### src/verilog/mifd_cfg.svh
// Register offsets, field positions and reset values for the machine
// input function decoder.
// Assumes a byte-addressed plain register port with 32-bit data words.
`ifndef MIFD_CFG_SVH
`define MIFD_CFG_SVH

// ----------------------------------------------------------------------
// Register offsets
// ----------------------------------------------------------------------
`define REG_CONFIG 8'h00
`define REG_UP_COUNT 8'h04
`define REG_DOWN_COUNT 8'h08
`define REG_PATTERN 8'h0C
`define REG_SPEED 8'h10
`define REG_STATUS 8'h14

// ----------------------------------------------------------------------
// Configuration register fields
// ----------------------------------------------------------------------
`define CFG_EXT_PATTERN_EN 0
`define CFG_BASE_LO 1
`define CFG_BASE_HI 2
`define CFG_JIG_FUNC_EN 3
`define CFG_JIG_SENSOR_EN 4
`define CFG_COMM_SETTING 5
`define CFG_RESET 6'h00

// ----------------------------------------------------------------------
// Pattern bases selected by the base offset field
// ----------------------------------------------------------------------
`define PATTERN_BASE_0 13'h3E8
`define PATTERN_BASE_1 13'h7D0
`define PATTERN_BASE_2 13'hBB8
`define PATTERN_BASE_3 13'hFA0

// ----------------------------------------------------------------------
// Speed dial limits and reset values
// ----------------------------------------------------------------------
`define SPEED_MAX 4'h9
`define SPEED_MIN 4'h0
`define SPEED_RESET 4'h0
`define COUNT_RESET 16'h0000

// ----------------------------------------------------------------------
// Bit positions of the edge-detected event vector
// ----------------------------------------------------------------------
`define EV_UP_INC 0
`define EV_UP_DEC 1
`define EV_DN_INC 2
`define EV_DN_DEC 3
`define EV_SPD_UP 4
`define EV_SPD_DN 5
`define EV_BARCODE 6
`define EV_THICK_CLR 7
`define EV_STITCH_CLR 8
`define EV_STITCH_B_CLR 9
`define EV_SEL_LO 10
`define EV_SEL_HI 19

// ----------------------------------------------------------------------
// Detection result bit positions
// ----------------------------------------------------------------------
`define RES_THICK_OK 0
`define RES_THICK_NG_POS 1
`define RES_THICK_NG_NEG 2
`define RES_STITCH_OK 3
`define RES_STITCH_NG 4
`define RES_STITCH_B_OK 5
`define RES_STITCH_B_NG 6

`endif

### src/verilog/mifd_pkg.sv
// Types shared by the machine input function decoder.
// Assumes the constants of mifd_cfg.svh for widths of fields.
package mifd_pkg;

  // ----------------------------------------------------------------------
  // Field types
  // ----------------------------------------------------------------------
  typedef logic [15:0] count_t;
  typedef logic [12:0] pattern_num_t;
  typedef logic [3:0] speed_t;
  typedef logic [19:0] event_vec_t;
  typedef logic [6:0] result_t;
  typedef logic [5:0] config_t;

  // ----------------------------------------------------------------------
  // Whole state of the decoder
  // ----------------------------------------------------------------------
  typedef struct packed {
    event_vec_t evt_prev;
    config_t cfg;
    count_t up_count;
    count_t down_count;
    speed_t speed;
    pattern_num_t pattern_num;
    logic pattern_valid;
    logic head_tilt_msg;
    logic [9:0] key_out;
    logic [3:0] icon_out;
    logic clamp;
    logic barcode_req;
    result_t results;
    logic [31:0] rdata;
  } state_t;

endpackage : mifd_pkg

### src/verilog/machine_input_function_decoder.sv
// Decoder for configurable external input functions of a sewing machine
// controller: counter steps, key and icon lockout, pattern number select,
// head tilt message, speed dial, cassette jig clamp, barcode read enable
// and clearing of detection result outputs.
// Assumes all inputs are synchronous to core_clk_i and that software uses
// the plain register port with read data one cycle after the strobe.
//
// Overview of operation
// Down counter is cleared while the down-count clear input is active.
// Up counter adds one on each up-increment activation.
// Up counter subtracts one on each up-decrement activation.
// Down counter adds one on each down-increment activation.
// Down counter subtracts one on each down-decrement activation.
// Each of ten panel keys is ignored while its lockout input is active.
// Each of four panel icons is ignored while its lockout is active.
// Pattern number is base 1000 plus weights 1,2,4,8,16,32 of inputs.
// With default base the selected pattern stays in 1000 to 1063.
// Pattern weight inputs act only while external select is enabled.
// Base offset setting picks base 1000, 2000, 3000 or 4000.
// Head tilt input raises the head tilt message while active.
// Ten speed select inputs set the speed dial to 0 to 9.
// Each speed-up activation raises the speed dial by one.
// Each speed-down activation lowers the speed dial by one.
// Both jig sensors active turn on clamp output one.
// Jig sensors count only with jig function and sensor enabled.
// Barcode read input allows barcode load only with comm disabled.
// Thickness clear turns off thickness OK and both NG outputs.
// Stitch fault clear turns off stitch OK and NG outputs.
// Second stitch fault clear turns off second OK and NG outputs.
// Step inputs act once per inactive-to-active transition.
// Speed dial saturates at 9 upward and 0 downward.
`include "mifd_cfg.svh"

module machine_input_function_decoder (
  input wire logic core_clk_i,
  input wire logic sys_rst_i,
  // Register port
  input wire logic [7:0] reg_addr_i,
  input wire logic [31:0] reg_wdata_i,
  input wire logic reg_wr_i,
  input wire logic reg_rd_i,
  output logic [31:0] reg_rdata_o,
  // Counter inputs
  input wire logic down_count_clear_in_i,
  input wire logic up_count_inc_in_i,
  input wire logic up_count_dec_in_i,
  input wire logic down_count_inc_in_i,
  input wire logic down_count_dec_in_i,
  output mifd_pkg::count_t up_count_o,
  output mifd_pkg::count_t down_count_o,
  // Panel keys and icons with their lockout inputs
  input wire logic [9:0] panel_key_i,
  input wire logic [9:0] key_lock_i,
  output logic [9:0] panel_key_o,
  input wire logic [3:0] panel_icon_i,
  input wire logic [3:0] icon_lock_i,
  output logic [3:0] panel_icon_o,
  // Pattern select
  input wire logic [5:0] pattern_weight_i,
  output mifd_pkg::pattern_num_t pattern_number_o,
  output logic pattern_select_valid_o,
  // Head tilt
  input wire logic head_tilt_in_i,
  output logic head_tilt_msg_o,
  // Speed dial
  input wire logic [9:0] speed_select_in_i,
  input wire logic speed_step_up_in_i,
  input wire logic speed_step_down_in_i,
  output mifd_pkg::speed_t speed_dial_o,
  // Cassette jig
  input wire logic jig_sensor_a_i,
  input wire logic jig_sensor_b_i,
  output logic clamp_out_first_o,
  // Barcode
  input wire logic barcode_read_in_i,
  output logic barcode_load_req_o,
  // Detection results
  input wire logic [6:0] result_set_i,
  input wire logic thickness_result_clear_in_i,
  input wire logic stitch_fault_clear_in_i,
  input wire logic stitch_fault_b_clear_in_i,
  output logic thickness_ok_out_o,
  output logic thickness_ng_pos_out_o,
  output logic thickness_ng_neg_out_o,
  output logic stitch_ok_out_o,
  output logic stitch_ng_out_o,
  output logic stitch_b_ok_out_o,
  output logic stitch_b_ng_out_o
);
  import mifd_pkg::*;

  // ----------------------------------------------------------------------
  // State and event wiring
  // ----------------------------------------------------------------------
  state_t state_r;
  state_t state_nxt;
  event_vec_t evt_now;
  event_vec_t evt_edge;
  pattern_num_t base;
  pattern_num_t weights;
  logic jig_enabled;
  result_t result_clr;

  // Gather step inputs into one vector so one history register serves all
  assign evt_now = {speed_select_in_i,
                    stitch_fault_b_clear_in_i,
                    stitch_fault_clear_in_i,
                    thickness_result_clear_in_i,
                    barcode_read_in_i,
                    speed_step_down_in_i,
                    speed_step_up_in_i,
                    down_count_dec_in_i,
                    down_count_inc_in_i,
                    up_count_dec_in_i,
                    up_count_inc_in_i};

  // Rising edges only, so a held switch steps just once
  assign evt_edge = evt_now & ~state_r.evt_prev;

  // Pattern base from the offset field
  always_comb begin
    unique case (state_r.cfg[`CFG_BASE_HI:`CFG_BASE_LO])
      2'h0: base = `PATTERN_BASE_0;
      2'h1: base = `PATTERN_BASE_1;
      2'h2: base = `PATTERN_BASE_2;
      2'h3: base = `PATTERN_BASE_3;
    endcase
  end

  // Six weights add up to at most 63, so base 1000 tops out at 1063
  assign weights = {7'h00, pattern_weight_i};

  // Jig sensors count only with both settings on
  assign jig_enabled = state_r.cfg[`CFG_JIG_FUNC_EN]
                     & state_r.cfg[`CFG_JIG_SENSOR_EN];

  // Result bits dropped by each clear event
  always_comb begin
    result_clr = 7'h00;
    if (evt_edge[`EV_THICK_CLR]) begin
      result_clr[`RES_THICK_OK] = 1'b1;
      result_clr[`RES_THICK_NG_POS] = 1'b1;
      result_clr[`RES_THICK_NG_NEG] = 1'b1;
    end
    if (evt_edge[`EV_STITCH_CLR]) begin
      result_clr[`RES_STITCH_OK] = 1'b1;
      result_clr[`RES_STITCH_NG] = 1'b1;
    end
    if (evt_edge[`EV_STITCH_B_CLR]) begin
      result_clr[`RES_STITCH_B_OK] = 1'b1;
      result_clr[`RES_STITCH_B_NG] = 1'b1;
    end
  end

  // ----------------------------------------------------------------------
  // Next state
  // ----------------------------------------------------------------------
  always_comb begin
    state_nxt = state_r;
    state_nxt.evt_prev = evt_now;
    state_nxt.rdata = 32'h0000_0000;

    // Software writes come first so that input events override them
    if (reg_wr_i) begin
      unique case (reg_addr_i)
        `REG_CONFIG: state_nxt.cfg = reg_wdata_i[5:0];
        `REG_UP_COUNT: state_nxt.up_count = reg_wdata_i[15:0];
        `REG_DOWN_COUNT: state_nxt.down_count = reg_wdata_i[15:0];
        `REG_SPEED: begin
          // Out of range writes clamp rather than wrap
          if (reg_wdata_i[31:4] != 28'h0 ||
              reg_wdata_i[3:0] > `SPEED_MAX) begin
            state_nxt.speed = `SPEED_MAX;
          end else begin
            state_nxt.speed = reg_wdata_i[3:0];
          end
        end
        default: begin
        end
      endcase
    end

    // Up counter: opposite steps in one cycle cancel
    if (evt_edge[`EV_UP_INC] && !evt_edge[`EV_UP_DEC]) begin
      state_nxt.up_count = state_r.up_count + 16'h0001;
    end else if (evt_edge[`EV_UP_DEC] && !evt_edge[`EV_UP_INC]) begin
      state_nxt.up_count = state_r.up_count - 16'h0001;
    end

    // Down counter: steps, then the level clear dominates
    if (evt_edge[`EV_DN_INC] && !evt_edge[`EV_DN_DEC]) begin
      state_nxt.down_count = state_r.down_count + 16'h0001;
    end else if (evt_edge[`EV_DN_DEC] && !evt_edge[`EV_DN_INC]) begin
      state_nxt.down_count = state_r.down_count - 16'h0001;
    end
    if (down_count_clear_in_i) begin
      state_nxt.down_count = `COUNT_RESET;
    end

    // Speed steps saturate at both ends
    if (evt_edge[`EV_SPD_UP] && !evt_edge[`EV_SPD_DN]) begin
      if (state_r.speed < `SPEED_MAX) begin
        state_nxt.speed = state_r.speed + 4'h1;
      end else begin
        state_nxt.speed = `SPEED_MAX;
      end
    end else if (evt_edge[`EV_SPD_DN] && !evt_edge[`EV_SPD_UP]) begin
      if (state_r.speed > `SPEED_MIN) begin
        state_nxt.speed = state_r.speed - 4'h1;
      end else begin
        state_nxt.speed = `SPEED_MIN;
      end
    end

    // Direct select beats stepping; lowest index wins a tie
    for (int i = 9; i >= 0; i--) begin
      if (evt_edge[`EV_SEL_LO + i]) begin
        state_nxt.speed = 4'(i);
      end
    end

    // Pattern number follows the weights only while enabled
    if (state_r.cfg[`CFG_EXT_PATTERN_EN]) begin
      state_nxt.pattern_num = base + weights;
      state_nxt.pattern_valid = 1'b1;
    end else begin
      state_nxt.pattern_valid = 1'b0;
    end

    // Message held as long as the head stays tilted
    state_nxt.head_tilt_msg = head_tilt_in_i;

    // Locked keys and icons never reach the panel logic
    state_nxt.key_out = panel_key_i & ~key_lock_i;
    state_nxt.icon_out = panel_icon_i & ~icon_lock_i;

    // Clamp follows both sensors while the jig is enabled
    state_nxt.clamp = jig_enabled & jig_sensor_a_i
                    & jig_sensor_b_i;

    // One-cycle barcode load request, blocked while comm is on
    state_nxt.barcode_req = evt_edge[`EV_BARCODE]
                          & ~state_r.cfg[`CFG_COMM_SETTING];

    // A new result in the clearing cycle survives the clear
    state_nxt.results = (state_r.results & ~result_clr)
                      | result_set_i;

    // Register read data, valid in the cycle after the strobe only
    if (reg_rd_i) begin
      unique case (reg_addr_i)
        `REG_CONFIG: state_nxt.rdata = {26'h0, state_r.cfg};
        `REG_UP_COUNT: state_nxt.rdata = {16'h0, state_r.up_count};
        `REG_DOWN_COUNT: state_nxt.rdata = {16'h0, state_r.down_count};
        `REG_PATTERN: state_nxt.rdata = {19'h0, state_r.pattern_num};
        `REG_SPEED: state_nxt.rdata = {28'h0, state_r.speed};
        `REG_STATUS: begin
          state_nxt.rdata = {21'h0,
                             state_r.results,
                             state_r.pattern_valid,
                             ~state_r.cfg[`CFG_COMM_SETTING],
                             state_r.clamp,
                             state_r.head_tilt_msg};
        end
        default: state_nxt.rdata = 32'h0000_0000;
      endcase
    end
  end

  // ----------------------------------------------------------------------
  // State register
  // ----------------------------------------------------------------------
  // Reset history to zero: a switch held through reset steps once on exit
  always_ff @(posedge core_clk_i) begin
    if (sys_rst_i) begin
      state_r.evt_prev <= 20'h0_0000;
      state_r.cfg <= `CFG_RESET;
      state_r.up_count <= `COUNT_RESET;
      state_r.down_count <= `COUNT_RESET;
      state_r.speed <= `SPEED_RESET;
      state_r.pattern_num <= `PATTERN_BASE_0;
      state_r.pattern_valid <= 1'b0;
      state_r.head_tilt_msg <= 1'b0;
      state_r.key_out <= 10'h000;
      state_r.icon_out <= 4'h0;
      state_r.clamp <= 1'b0;
      state_r.barcode_req <= 1'b0;
      state_r.results <= 7'h00;
      state_r.rdata <= 32'h0000_0000;
    end else begin
      state_r <= state_nxt;
    end
  end

  // ----------------------------------------------------------------------
  // Outputs, all straight from state flops
  // ----------------------------------------------------------------------
  assign reg_rdata_o = state_r.rdata;
  assign up_count_o = state_r.up_count;
  assign down_count_o = state_r.down_count;
  assign panel_key_o = state_r.key_out;
  assign panel_icon_o = state_r.icon_out;
  assign pattern_number_o = state_r.pattern_num;
  assign pattern_select_valid_o = state_r.pattern_valid;
  assign head_tilt_msg_o = state_r.head_tilt_msg;
  assign speed_dial_o = state_r.speed;
  assign clamp_out_first_o = state_r.clamp;
  assign barcode_load_req_o = state_r.barcode_req;
  assign thickness_ok_out_o = state_r.results[`RES_THICK_OK];
  assign thickness_ng_pos_out_o = state_r.results[`RES_THICK_NG_POS];
  assign thickness_ng_neg_out_o = state_r.results[`RES_THICK_NG_NEG];
  assign stitch_ok_out_o = state_r.results[`RES_STITCH_OK];
  assign stitch_ng_out_o = state_r.results[`RES_STITCH_NG];
  assign stitch_b_ok_out_o = state_r.results[`RES_STITCH_B_OK];
  assign stitch_b_ng_out_o = state_r.results[`RES_STITCH_B_NG];

endmodule // machine_input_function_decoder

### config.mk
export PLATFORM = sky130hd
export DESIGN_NAME = machine_input_function_decoder
export DESIGN_NICKNAME = d
export VERILOG_FILES = /design/src/verilog/mifd_pkg.sv /design/src/verilog/machine_input_function_decoder.sv
export VERILOG_INCLUDE_DIRS = /design/src /design/src/verilog
export SDC_FILE = /design/constraint.sdc
export NUM_CORES = 1
export LEC_CHECK = 0
export BUFFER_PORTS_ARGS = -buffer_cell sky130_fd_sc_hd__buf_2
export CAP_MARGIN = 40
export CORE_MARGIN = 2
export CORE_UTILIZATION = 57
export CTS_CLUSTER_DIAMETER = 50
export DETAILED_ROUTE_END_ITERATION = 6
export GPL_ROUTABILITY_DRIVEN = 0
export GPL_TIMING_DRIVEN = 1
export HOLD_SLACK_MARGIN = 0.1
export PLACE_DENSITY = 0.86
export SKIP_CTS_REPAIR_TIMING = 1
export SLEW_MARGIN = 20
export SYNTH_ARGS = -nofsm -noshare
export SYNTH_HDL_FRONTEND = slang
export SYNTH_SLANG_ARGS = --single-unit
### constraint.sdc
create_clock -name core_clk_i -period 5.4 [get_ports core_clk_i]
set_input_delay 1.35 -clock core_clk_i [delete_from_list [all_inputs] [get_ports core_clk_i]]
set_output_delay 1.35 -clock core_clk_i [all_outputs]
set_load 0.05 [all_outputs]
==> impl_summary.txt, run 1 <==
----------------------------------------------------
[Synthesis]
  Fraction of synthesized area in multiplexers ... 0.0371
  Xor and xnor area share after synthesis ... 0.00936
  Number of synthesized register bits ... 115
  Post-synthesis compound-gate area fraction ... 0.218
  Library cells used by synthesis ... 69
  Post-synth EDFFs ... 0
  Yosys Warn Count ... 0
  Post-synthesis instance area ... 0.00749 mm^2
  Basic-gate share of the synthesized area counting and, or, nand and nor cells ... 0.242
  Main synth FF type ... dfxtp_1
  Synthesized area divided by synthesized cell count ... 7.98 um^2
  Number of instances in the synthesized netlist ... 938
  Dominant combinational cell family by area after synthesis ... simple AND/OR/NAND/NOR gates
  Adder and majority cell fraction of the synthesized area ... 0.0378
  Share of flip-flops with an asynchronous set or reset after synthesis ... 0
  Sequential element share of the synthesized area ... 0.307

[Floorplan]
  Std-Cell Rows ... 41
  Vertical die dimension ... 119 um
  IO Pins ... 215
  Placeable Area ... 0.0127 mm^2
  Initial core utilization ... 0.589
  Overall die width ... 119 um
  Area of the die ... 0.0141 mm^2

[Place]
  DP Cell Count ... 1174
  Number of buffers inserted by port buffering ... 198
  Post-DP HPWL ... 16200 um

[Clock tree]
  Clock Tree Buf Depth ... 2
  Clock root cell ... clkbuf_16
  Number of buffers inserted during clock tree synthesis ... 17
  Reg clk slew, reported paths ... 0.06 ns
  Clock tree from TritonCTS ... yes
  Count of H-tree levels built during CTS ... 4
  Number of clock sinks seen by CTS ... 115
  Clk_lat worst skew ... 0.43 ns

[Layout]
  Total inserted antenna cells ... 0
  Filler instances ... 1109
  Most frequent cells in the layout ... buf_2 (198), dfxtp_1 (115), nor2_1 (71)
  Fraction of final layout cells with drive strength greater than 1 ... 0.258
  Final std cells w/o fill ... 1206
  Synth-to-layout area growth ... 12.4%
  Utilization after layout ... 0.662
  Total number of nets in the final design ... 1152
  Most common library cell in the layout ignoring fill and taps ... buf_2

[Setup path]
  CP cell instances ... buf_2, nor4b_1, a21boi_0, nor2_1, buf_4, o21ai_0, a221oi_1
  Kind of cell with the highest combined delay on the critical path ... simple AND/OR/NAND/NOR gates
  Cell with the largest stage delay on the worst path ... nor4b_1
  Crit Path Category ... input pin to flop
  Crit path max fanout ... 15
  Worst endpoint data arrival time ... 3.83 ns
  Startpoint type of the worst setup path ... input pin
  Required time of the critical path ... 5.73 ns
  Type of destination of the critical path ... flop
  Stage delay of the slowest cell on the critical path ... 0.59 ns
  Worst Reg2Reg Path Length in Cells ... 9
  Buffers plus inverters on the worst setup path ... 2
  Logic depth of the worst setup path including buffers ... 7

[Status]
  Violated checks ... design-rule violations
  Result of the run ... finished, violations left

[Pwr]
  Worst VDD drop ... 0.191 mV
  Lkg Pwr ... 3.49 nW
  Power after layout ... 2.61 mW
  Power density normalized to cell area ... 310 mW/mm^2

[Drt]
  Wire length on met1 ... 8350 um
  Number of vias after detailed routing ... 7610
  Routed length on met2 ... 9880 um
  Total wirelength of the detailed-routed design ... 22200 um
  Routed vias/inst ... 6.31
  Count of nets left with antenna violations after detail routing ... 0
  Starting DRC count in detailed routing ... 914
  Uppermost layer routed ... met4
  Post-route DRC ... 7
  First-pass DRT Iterations ... 7
  Routed length per placed instance ... 18.4 um
  Routed length on met3 ... 2830 um

[Global routing]
  Global route total overflow ... 0
  Initial antenna violation count ... 0
  Total track usage ... 0.314
  Maximum number of pins on one net before global-route repair ... 54
  Number of global-route vias before repair ... 6892
  Wire length of the first global-routing pass ... 35400 um

[STA]
  Unrepaired setup endpoints after global routing ... no
  Setup-failing EPs final ... 0
  Portion of the clock cycle consumed by the worst path in the final layout ... 0.648
  Time the final worst path needs with I/O delays and setup ... 3.50 ns
  Worst slew slack as a fraction of its limit ... 0.503
  Max Clock Skew ... 0.00554 ns
  Fmax ... 286 MHz
  Worst Tran Pin Value ... 0.742 ns
  TNS Setup ... 0 ns
  Count of final hold-check violations ... 0
  Count of final max-slew check failures ... 0

[Worst hold path]
  Class of the worst hold path ... flop to flop
  Instance count along the most critical hold path ... 1

[Job]
  Count of maximum capacitance violations ... 0

----------------------------------------------------
-- layer usage --
| metal | GRT usage | up-vias |
|---|---|---|
| met5 | 0 | - |
| met4 | 0.177 | 0 |
| li1 | - | 3478 |
| met3 | 0.0753 | 108 |
| met1 | 0.404 | 3444 |
| met2 | 0.480 | 580 |
-- synth_stat cells (all sizes together), types with 18 or more instances --
master  number  share of area
nor4        18          0.015
ha          21          0.035
nor2        71          0.036
o21ai       54          0.036
dfxtp      115           0.31
nor2b       43          0.036
a21oi       43          0.029
buf        105           0.10
nand3       25          0.017
nor3        30          0.021
nand2       42          0.021
nand2b      23          0.019
clkbuf      52          0.026
inv         38          0.019
-- flip-flops by register name (all words and copies together) (netlist names) --
signal / flops
state_r: 26
down_count_o: 16
reg_rdata_o: 16
up_count_o: 16
pattern_number_o: 12
panel_key_o: 10
panel_icon_o: 4
speed_dial_o: 4
barcode_load_req_o: 1
clamp_out_first_o: 1
head_tilt_msg_o: 1
pattern_select_valid_o: 1
stitch_b_ng_out_o: 1
stitch_b_ok_out_o: 1
stitch_ng_out_o: 1
stitch_ok_out_o: 1
thickness_ng_neg_out_o: 1
thickness_ng_pos_out_o: 1
thickness_ok_out_o: 1
-- worst reg2reg max path, cell delays in order, from the launching register on --
cell	delay (ns)
dfxtp_1	0.29
nand2b_1	0.15
inv_1	0.07
ha_1	0.56
or2_2	0.27
nor2_1	0.08
nor2_1	0.49
buf_4	0.30
o21ai_0	0.10
a221oi_1	0.28
-- path summary, 6_finish.rpt --
kind	start	end	slack [ns]
min	state_r[118]$_SDFF_PP0_	barcode_load_req_o$_SDFF_PP0_	0.39
max reg2reg	state_r[113]$_SDFF_PP0_	up_count_o[0]$_SDFFE_PP0P_	2.72
max	reg_addr_i[2]	up_count_o[0]$_SDFFE_PP0P_	1.90
min reg2reg	state_r[118]$_SDFF_PP0_	barcode_load_req_o$_SDFF_PP0_	0.39
-- power by group --
part / internal [mW] / leakage (nW) / switching (mW) / total, mW
combinational: 0.194 / 2.28 / 0.384 / 0.578
clock: 0.685 / 0.274 / 0.396 / 1.08
sequential: 0.887 / 0.941 / 0.0644 / 0.951
total: 1.77 / 3.49 / 0.844 / 2.61
-- final cells by class --
class / count / area, um^2 / area share
Clock buffer: 22 / 454 / 0.0540
Clock inverter: 10 / 109 / 0.0129
Inverter: 39 / 146 / 0.0174
Multi-Input combinational cell: 642 / 4140 / 0.492
Sequential cell: 115 / 2300 / 0.273
Tap cell: 172 / 215 / 0.0256
Timing Repair Buffer: 206 / 1050 / 0.125
-- stage by stage --
stage | setup slack, ns | hold WS, ns | area [um^2]
6_report | 1.90 | 0.388 | 8420
5_1_grt | 1.77 | 0.417 | 8420
4_1_cts | 2.05 | 0.388 | 8420
3_5_place_dp | 1.65 | 0.381 | 7860
3_3_place_gp | 1.66 | 0.375 | 7860
2_1_floorplan | 2.18 | 0.372 | 7540
-- cell families (layout without fill, tap and decap cells) --
kind of cell    count (synthesis)  after routing
mux                            24             24
buf+inv                       196            277
xor+xnor                        8              8
other cells                     1             16
flops                         115            115
compound gates                238            238
fa+ha+maj                      22             22
simple gates                  334            334
Power figures use the tool's default switching activity.
==> run 2, diff against run 1 <==
CORE_UTILIZATION = 53   (was 57)
PLACE_DENSITY = 0.81   (was 0.86)
clock period = 3.5 ns   (was 5.4 ns; I/O delays follow)
==> run 2 against run 1 <==
Compared with the run above:
- the flow now finishes without violations
- via count shrank 0.22%
- combinational power grew 55%
- wire length increased by 2.0%
- largest cell class unchanged
- largest power group unchanged
- highest routed layer unchanged
- critical path type unchanged
==> impl_summary.txt, run 2 (same netlist as run 1, synthesis figures left out) <==
----------------------------------------------------
[Clock tree]
  Clock Tree Buf Depth ... 2
  Number of buffers inserted during clock tree synthesis ... 17
  Number of clock sinks seen by CTS ... 115
  Clock tree from TritonCTS ... yes
  Count of H-tree levels built during CTS ... 4
  Reg clk slew, reported paths ... 0.06 ns
  Clock root cell ... clkbuf_16
  Clk_lat worst skew ... 0.42 ns

[Global routing]
  Initial antenna violation count ... 0
  Maximum number of pins on one net before global-route repair ... 38
  Total track usage ... 0.303
  Global route total overflow ... 0
  Wire length of the first global-routing pass ... 35200 um
  Number of global-route vias before repair ... 6876

[Setup path]
  Crit path max fanout ... 11
  Cell with the largest stage delay on the worst path ... or4_1
  Startpoint type of the worst setup path ... input pin
  Kind of cell with the highest combined delay on the critical path ... simple AND/OR/NAND/NOR gates
  Type of destination of the critical path ... flop
  Buffers plus inverters on the worst setup path ... 3
  Worst r2r dst ... pattern_number_o[10]$_SDFFE_PP0P_
  Logic depth of the worst setup path including buffers ... 8
  Setup slack on the worst flop-to-flop path ... 0.92 ns
  Stage delay of the slowest cell on the critical path ... 0.64 ns
  Crit Path Category ... input pin to flop
  Most frequent CP cell ... buf_2
  Required time of the critical path ... 3.86 ns
  Worst endpoint data arrival time ... 3.04 ns
  Worst Reg2Reg Path Length in Cells ... 9
  CP cell instances ... buf_2, or4_1, nor4_1, buf_4, o22ai_1, buf_2, a2111oi_0, a311o_1
  Reg-to-Reg Start ... state_r[107]$_SDFFE_PP0P_

[Drt]
  Uppermost layer routed ... met4
  Count of nets left with antenna violations after detail routing ... 0
  Routed length on met2 ... 10000 um
  Routed length on met3 ... 2790 um
  First-pass DRT Iterations ... 6
  Routed length per placed instance ... 18.5 um
  Starting DRC count in detailed routing ... 1004
  Total wirelength of the detailed-routed design ... 22600 um
  Post-route DRC ... 0
  Wire length on met1 ... 8690 um
  Number of vias after detailed routing ... 7593
  Routed vias/inst ... 6.21

[Floorplan]
  IO Pins ... 215
  Placeable Area ... 0.0138 mm^2
  Area of the die ... 0.0151 mm^2
  Overall die width ... 123 um
  Vertical die dimension ... 123 um
  Std-Cell Rows ... 43
  Initial core utilization ... 0.542

[Place]
  Number of buffers inserted by port buffering ... 198
  Post-DP Area ... 0.00792 mm^2
  Post-DP HPWL ... 16600 um

[Layout]
  Most frequent cells in the layout ... buf_2 (199), dfxtp_1 (115), nor2_1 (71)
  Max reg flops ... 26
  Total inserted antenna cells ... 0
  Final Cell Area ... 0.00853 mm^2
  Register with the highest flop count ... state_r
  Synth-to-layout area growth ... 13.9%
  Filler instances ... 1198
  Total number of nets in the final design ... 1160
  Fraction of final layout cells with drive strength greater than 1 ... 0.268
  Most common library cell in the layout ignoring fill and taps ... buf_2

[STA]
  Fmax ... 374 MHz
  Portion of the clock cycle consumed by the worst path in the final layout ... 0.764
  Setup-failing EPs final ... 0
  Worst Tran Pin Value ... 0.840 ns
  Count of final hold-check violations ... 0
  TNS Setup ... 0 ns
  Max Clock Skew ... 0.00563 ns
  Count of final max-slew check failures ... 0
  Time the final worst path needs with I/O delays and setup ... 2.68 ns
  Unrepaired setup endpoints after global routing ... no
  Worst slew slack as a fraction of its limit ... 0.439

[Job]
  Count of maximum capacitance violations ... 0

[Status]
  Result of the run ... finished clean

[Worst hold path]
  Instance count along the most critical hold path ... 1
  Hold-critical path endpoint ... barcode_load_req_o$_SDFF_PP0_
  Class of the worst hold path ... flop to flop
  Hold Startpoint ... state_r[118]$_SDFF_PP0_

[Pwr]
  Internal power component ... 2.79 mW
  Net switching component of the power ... 1.35 mW
  Combinational cell fraction of total power ... 0.216
  Worst VDD drop ... 0.352 mV
  Switching fraction of total power ... 0.326
  Sequential power share ... 0.354
  Lkg Pwr ... 3.54 nW
  Share of power burned in the clock network ... 0.430
  Power density normalized to cell area ... 486 mW/mm^2

----------------------------------------------------
## run 2: cell types whose count changed in the layout (fill, tap and decap cells not counted)
| cell | delta |
|---|---|
| clkbuf_1 | -4 |
| clkinvlp_4 | +3 |
| clkinv_4 | +2 |
| buf_2 | +1 |
| bufinv_16 | +1 |
| buf_4 | +7 |
| clkinv_2 | -3 |
| inv_6 | +2 |
| clkbuf_8 | -1 |
## run 2: power by group through the flow
stage                     clock, mW  combinational, mW  sequential [mW]
after floorplan                   0              0.714             1.45
after CTS                      1.80              0.881             1.46
after global placement            0              0.866             1.49
after global routing           1.87              0.963             1.48
after detailed placement          0              0.876             1.49
final                          1.78              0.897             1.47
## run 2: worst max-delay path by stage
| stage | start | end |
|---|---|---|
| finish | reg_addr_i[1] | down_count_o[13]$_SDFFE_PP0P_ |
| global route | reg_addr_i[1] | down_count_o[13]$_SDFFE_PP0P_ |
| CTS | reg_addr_i[1] | down_count_o[6]$_SDFFE_PP0P_ |
| detailed placement | reg_addr_i[1] | down_count_o[6]$_SDFFE_PP0P_ |
| global placement | reg_addr_i[1] | down_count_o[6]$_SDFFE_PP0P_ |
| floorplan | down_count_inc_in_i | down_count_o[8]$_SDFFE_PP0P_ |
## run 2: area by class of cell
| class | instances | area (um^2) | share of cell area |
|---|---|---|---|
| clock buffer | 17 | 425 | 0.0499 |
| clock inverter | 15 | 181 | 0.0213 |
| inverter | 39 | 146 | 0.0172 |
| multi-input combinational | 642 | 4140 | 0.485 |
| sequential | 115 | 2300 | 0.270 |
| tap | 180 | 225 | 0.0264 |
| timing repair buffer | 214 | 1110 | 0.130 |
## run 2: per-layer routing
layer / global-route usage / up-vias
met3: 0.0813 / 88
met5: 0 / -
li1: - / 3493
met4: 0.164 / 0
met1: 0.394 / 3482
met2: 0.455 / 530
## run 2: per-stage QoR
stage	hold slack [ns]	power (mW)	std cells	util	setup slack (ns)
detailed placement	0.393	2.37	1189	0.573	0.351
finish	0.401	4.15	1222	0.617	0.825
floorplan	0.372	2.17	953	-	0.752
CTS	0.400	4.14	1221	0.617	0.778
global route	0.410	4.31	1222	0.617	0.657
global placement	0.376	2.35	1189	0.573	0.409
==> run 3, diff against run 2 <==
ABC_AREA = 1   (was not set)
CORE_UTILIZATION = 48   (was 53)
PLACE_DENSITY = 0.78   (was 0.81)
clock period = 2.25 ns   (was 3.5 ns; I/O delays follow)
==> run 3 against run 2 <==
Compared with the run above:
- sequential cell count stayed put
- worst hold slack worse by 0.12 ns
- sequential power grew 54%
- clock skew grew 0.0082 ns
- clock power rose by 59%
- critical path depth up 4
- via count down 3.6%
- wire length decreased by 8.8%
==> impl_summary.txt, run 3 <==
----------------------------------------------------
[Status]
  Result of the run ... finished clean

[Global routing]
  Global route total overflow ... 0
  Number of global-route vias before repair ... 6840
  Met3 track demand over resource ... 0.0597
  Maximum number of pins on one net before global-route repair ... 37
  Peak-usage layer in the global routing report ... met2
  Wire length of the first global-routing pass ... 33100 um
  Initial antenna violation count ... 0
  Met2 track utilization from global routing ... 0.410
  Fraction of met1 tracks used by global routing ... 0.318
  Total track usage ... 0.256

[STA]
  Time the final worst path needs with I/O delays and setup ... 2.16 ns
  Portion of the clock cycle consumed by the worst path in the final layout ... 0.958
  Minimum hold slack ... 0.286 ns
  Max Clock Skew ... 0.0138 ns
  Fmax ... 464 MHz
  TNS Setup ... 0 ns
  Count of final max-slew check failures ... 0
  Setup-failing EPs final ... 0
  Count of final hold-check violations ... 0

[Setup path]
  Setup slack on the worst flop-to-flop path ... 0.09 ns
  Most frequent CP cell ... inv_1
  CP cell instances ... inv_2, ha_2, or2_2, ha_1, inv_1, fa_2, or2_4, a21oi_2, and2_4, xnor2_1, o21ai_1, inv_1
  Startpoint type of the worst setup path ... flop
  Type of destination of the critical path ... flop
  Worst r2r dst ... pattern_number_o[11]$_SDFFE_PP0P_
  Reg-to-Reg Start ... state_r[107]$_SDFFE_PP0P_
  Cell with the largest stage delay on the worst path ... fa_2
  Crit Path Category ... flop to flop
  Crit path max fanout ... 3
  Worst Reg2Reg Path Length in Cells ... 12
  Worst endpoint data arrival time ... 2.48 ns
  Stage delay of the slowest cell on the critical path ... 0.34 ns
  Required time of the critical path ... 2.57 ns

[Drt]
  Count of nets left with antenna violations after detail routing ... 0
  Total wirelength of the detailed-routed design ... 20600 um
  Routed length per placed instance ... 14.9 um
  First-pass DRT Iterations ... 5
  Post-route DRC ... 0
  Starting DRC count in detailed routing ... 632
  Number of vias after detailed routing ... 7316
  Routed vias/inst ... 5.27

[Worst hold path]
  Hold Startpoint ... key_lock_i[8]
  Hold-critical path endpoint ... panel_key_o[8]$_SDFF_PP0_
  Class of the worst hold path ... input pin to flop
  Instance count along the most critical hold path ... 2

[Clock tree]
  Clk_lat worst skew ... 0.43 ns
  Clock root cell ... clkbuf_16
  Clock tree from TritonCTS ... yes
  Clock Tree Buf Depth ... 2
  Reg clk slew, reported paths ... 0.06 ns
  Number of buffers inserted during clock tree synthesis ... 17
  Number of clock sinks seen by CTS ... 115
  Count of H-tree levels built during CTS ... 4

[Synthesis]
  Most frequent cell after synthesis ... inv_1
  Synthesized area divided by synthesized cell count ... 6.99 um^2
  Sequential element share of the synthesized area ... 0.312
  Post-synthesis instance area ... 0.00738 mm^2
  Yosys top cell area share ... 0.312
  Share of flip-flops with an asynchronous set or reset after synthesis ... 0
  Largest area contributor in the synthesized netlist ... dfxtp_1
  Most instantiated cells after synthesis ... inv_1 (142), nand2_1 (131), nor2_1 (121), dfxtp_1 (115), buf_4 (98)
  Library cells used by synthesis ... 53
  Main synth FF type ... dfxtp_1
  Number of synthesized register bits ... 115
  Top post-synthesis cells by area ... dfxtp_1 (31%), buf_4 (10%), inv_1 (7.2%)
  Yosys Warn Count ... 0
  Number of instances in the synthesized netlist ... 1056
  Post-synth EDFFs ... 0

[Floorplan]
  Std-Cell Rows ... 45
  Placeable Area ... 0.0151 mm^2
  IO Pins ... 215
  Area of the die ... 0.0164 mm^2
  Overall die width ... 128 um
  Vertical die dimension ... 128 um
  Initial core utilization ... 0.489

[Layout]
  Register with the highest flop count ... state_r
  Max reg flops ... 26
  Total number of nets in the final design ... 1317
  Fraction of final layout cells with drive strength greater than 1 ... 0.271
  Total inserted antenna cells ... 0
  Most frequent cells in the layout ... buf_2 (198), inv_1 (141), nand2_1 (131)
  Most common library cell in the layout ignoring fill and taps ... buf_2
  Filler instances ... 1474
  Final Cell Area ... 0.00867 mm^2
  Synth-to-layout area growth ... 17.5%

[Pwr]
  Power after layout ... 6.53 mW
  Worst VDD drop ... 0.539 mV
  Lkg Pwr ... 4.18 nW
  Power density normalized to cell area ... 753 mW/mm^2

[Place]
  Post-DP HPWL ... 16300 um
  Number of buffers inserted by port buffering ... 198
  Post-DP Area ... 0.00803 mm^2

[Job]
  Count of maximum capacitance violations ... 0

----------------------------------------------------
run 3: routing by layer:
metal,vias up,part of all wire
met3,59,0.081
met2,320,0.47
met5,-,0
li1,3615,-
met1,3322,0.42
met4,0,0.037
run 3: worst max-delay path: cells and delay by family, from the launching register on:
kind            cells  cell delay [ns]
flops               1             0.32
fa+ha+maj           3             0.68
simple gates        3             0.54
compound gates      2             0.28
buf+inv             3             0.19
xor+xnor            1             0.05
run 3: cell families (layout without fill, tap and decap cells):
logic type               after synthesis  after routing  share of synthesized area
buffers and inverters                292            420                      0.201
adder cells (fa/ha/maj)               22             22                     0.0383
other                                  1             16                   0.000508
AO/OA/AOI/OAI                        241            241                      0.194
flip-flops                           115            115                      0.312
AND/OR/NAND/NOR                      359            359                      0.224
XOR/XNOR                              26             26                     0.0309
run 3: power by group:
part           switching [mW]  total [mW]  leakage [nW]  internal, mW
Combinational           0.985        1.43          2.93         0.447
Sequential              0.134        2.27         0.943          2.14
Clock                   0.995        2.83         0.300          1.83
run 3: layout make-up:
cell class / count / area [um^2] / share of cell area
clock buffers: 21 / 470 / 0.0543
clock inverters: 11 / 150 / 0.0173
inverters: 157 / 589 / 0.0680
multi-input cells: 664 / 3670 / 0.423
flip-flops and latches: 115 / 2300 / 0.266
well taps: 188 / 235 / 0.0271
repair buffers: 231 / 1250 / 0.144
run 3: through the flow:
stage           util  cells  setup WS (ns)
2_1_floorplan      -   1071         0.0903
3_3_place_gp   0.532   1354         0.0647
3_5_place_dp   0.532   1354        -0.0811
4_1_cts        0.573   1386        -0.0826
5_1_grt        0.575   1387        -0.0120
6_report       0.575   1387         0.0940
run 3: worst max-delay path by stage:
stage                              start                                end
5_1_grt        state_r[108]$_SDFFE_PP0P_  pattern_number_o[11]$_SDFFE_PP0P_
4_1_cts        state_r[107]$_SDFFE_PP0P_  pattern_number_o[11]$_SDFFE_PP0P_
3_3_place_gp   state_r[107]$_SDFFE_PP0P_  pattern_number_o[11]$_SDFFE_PP0P_
3_5_place_dp   state_r[107]$_SDFFE_PP0P_  pattern_number_o[11]$_SDFFE_PP0P_
2_1_floorplan  state_r[107]$_SDFFE_PP0P_  pattern_number_o[11]$_SDFFE_PP0P_
6_report       state_r[107]$_SDFFE_PP0P_  pattern_number_o[11]$_SDFFE_PP0P_
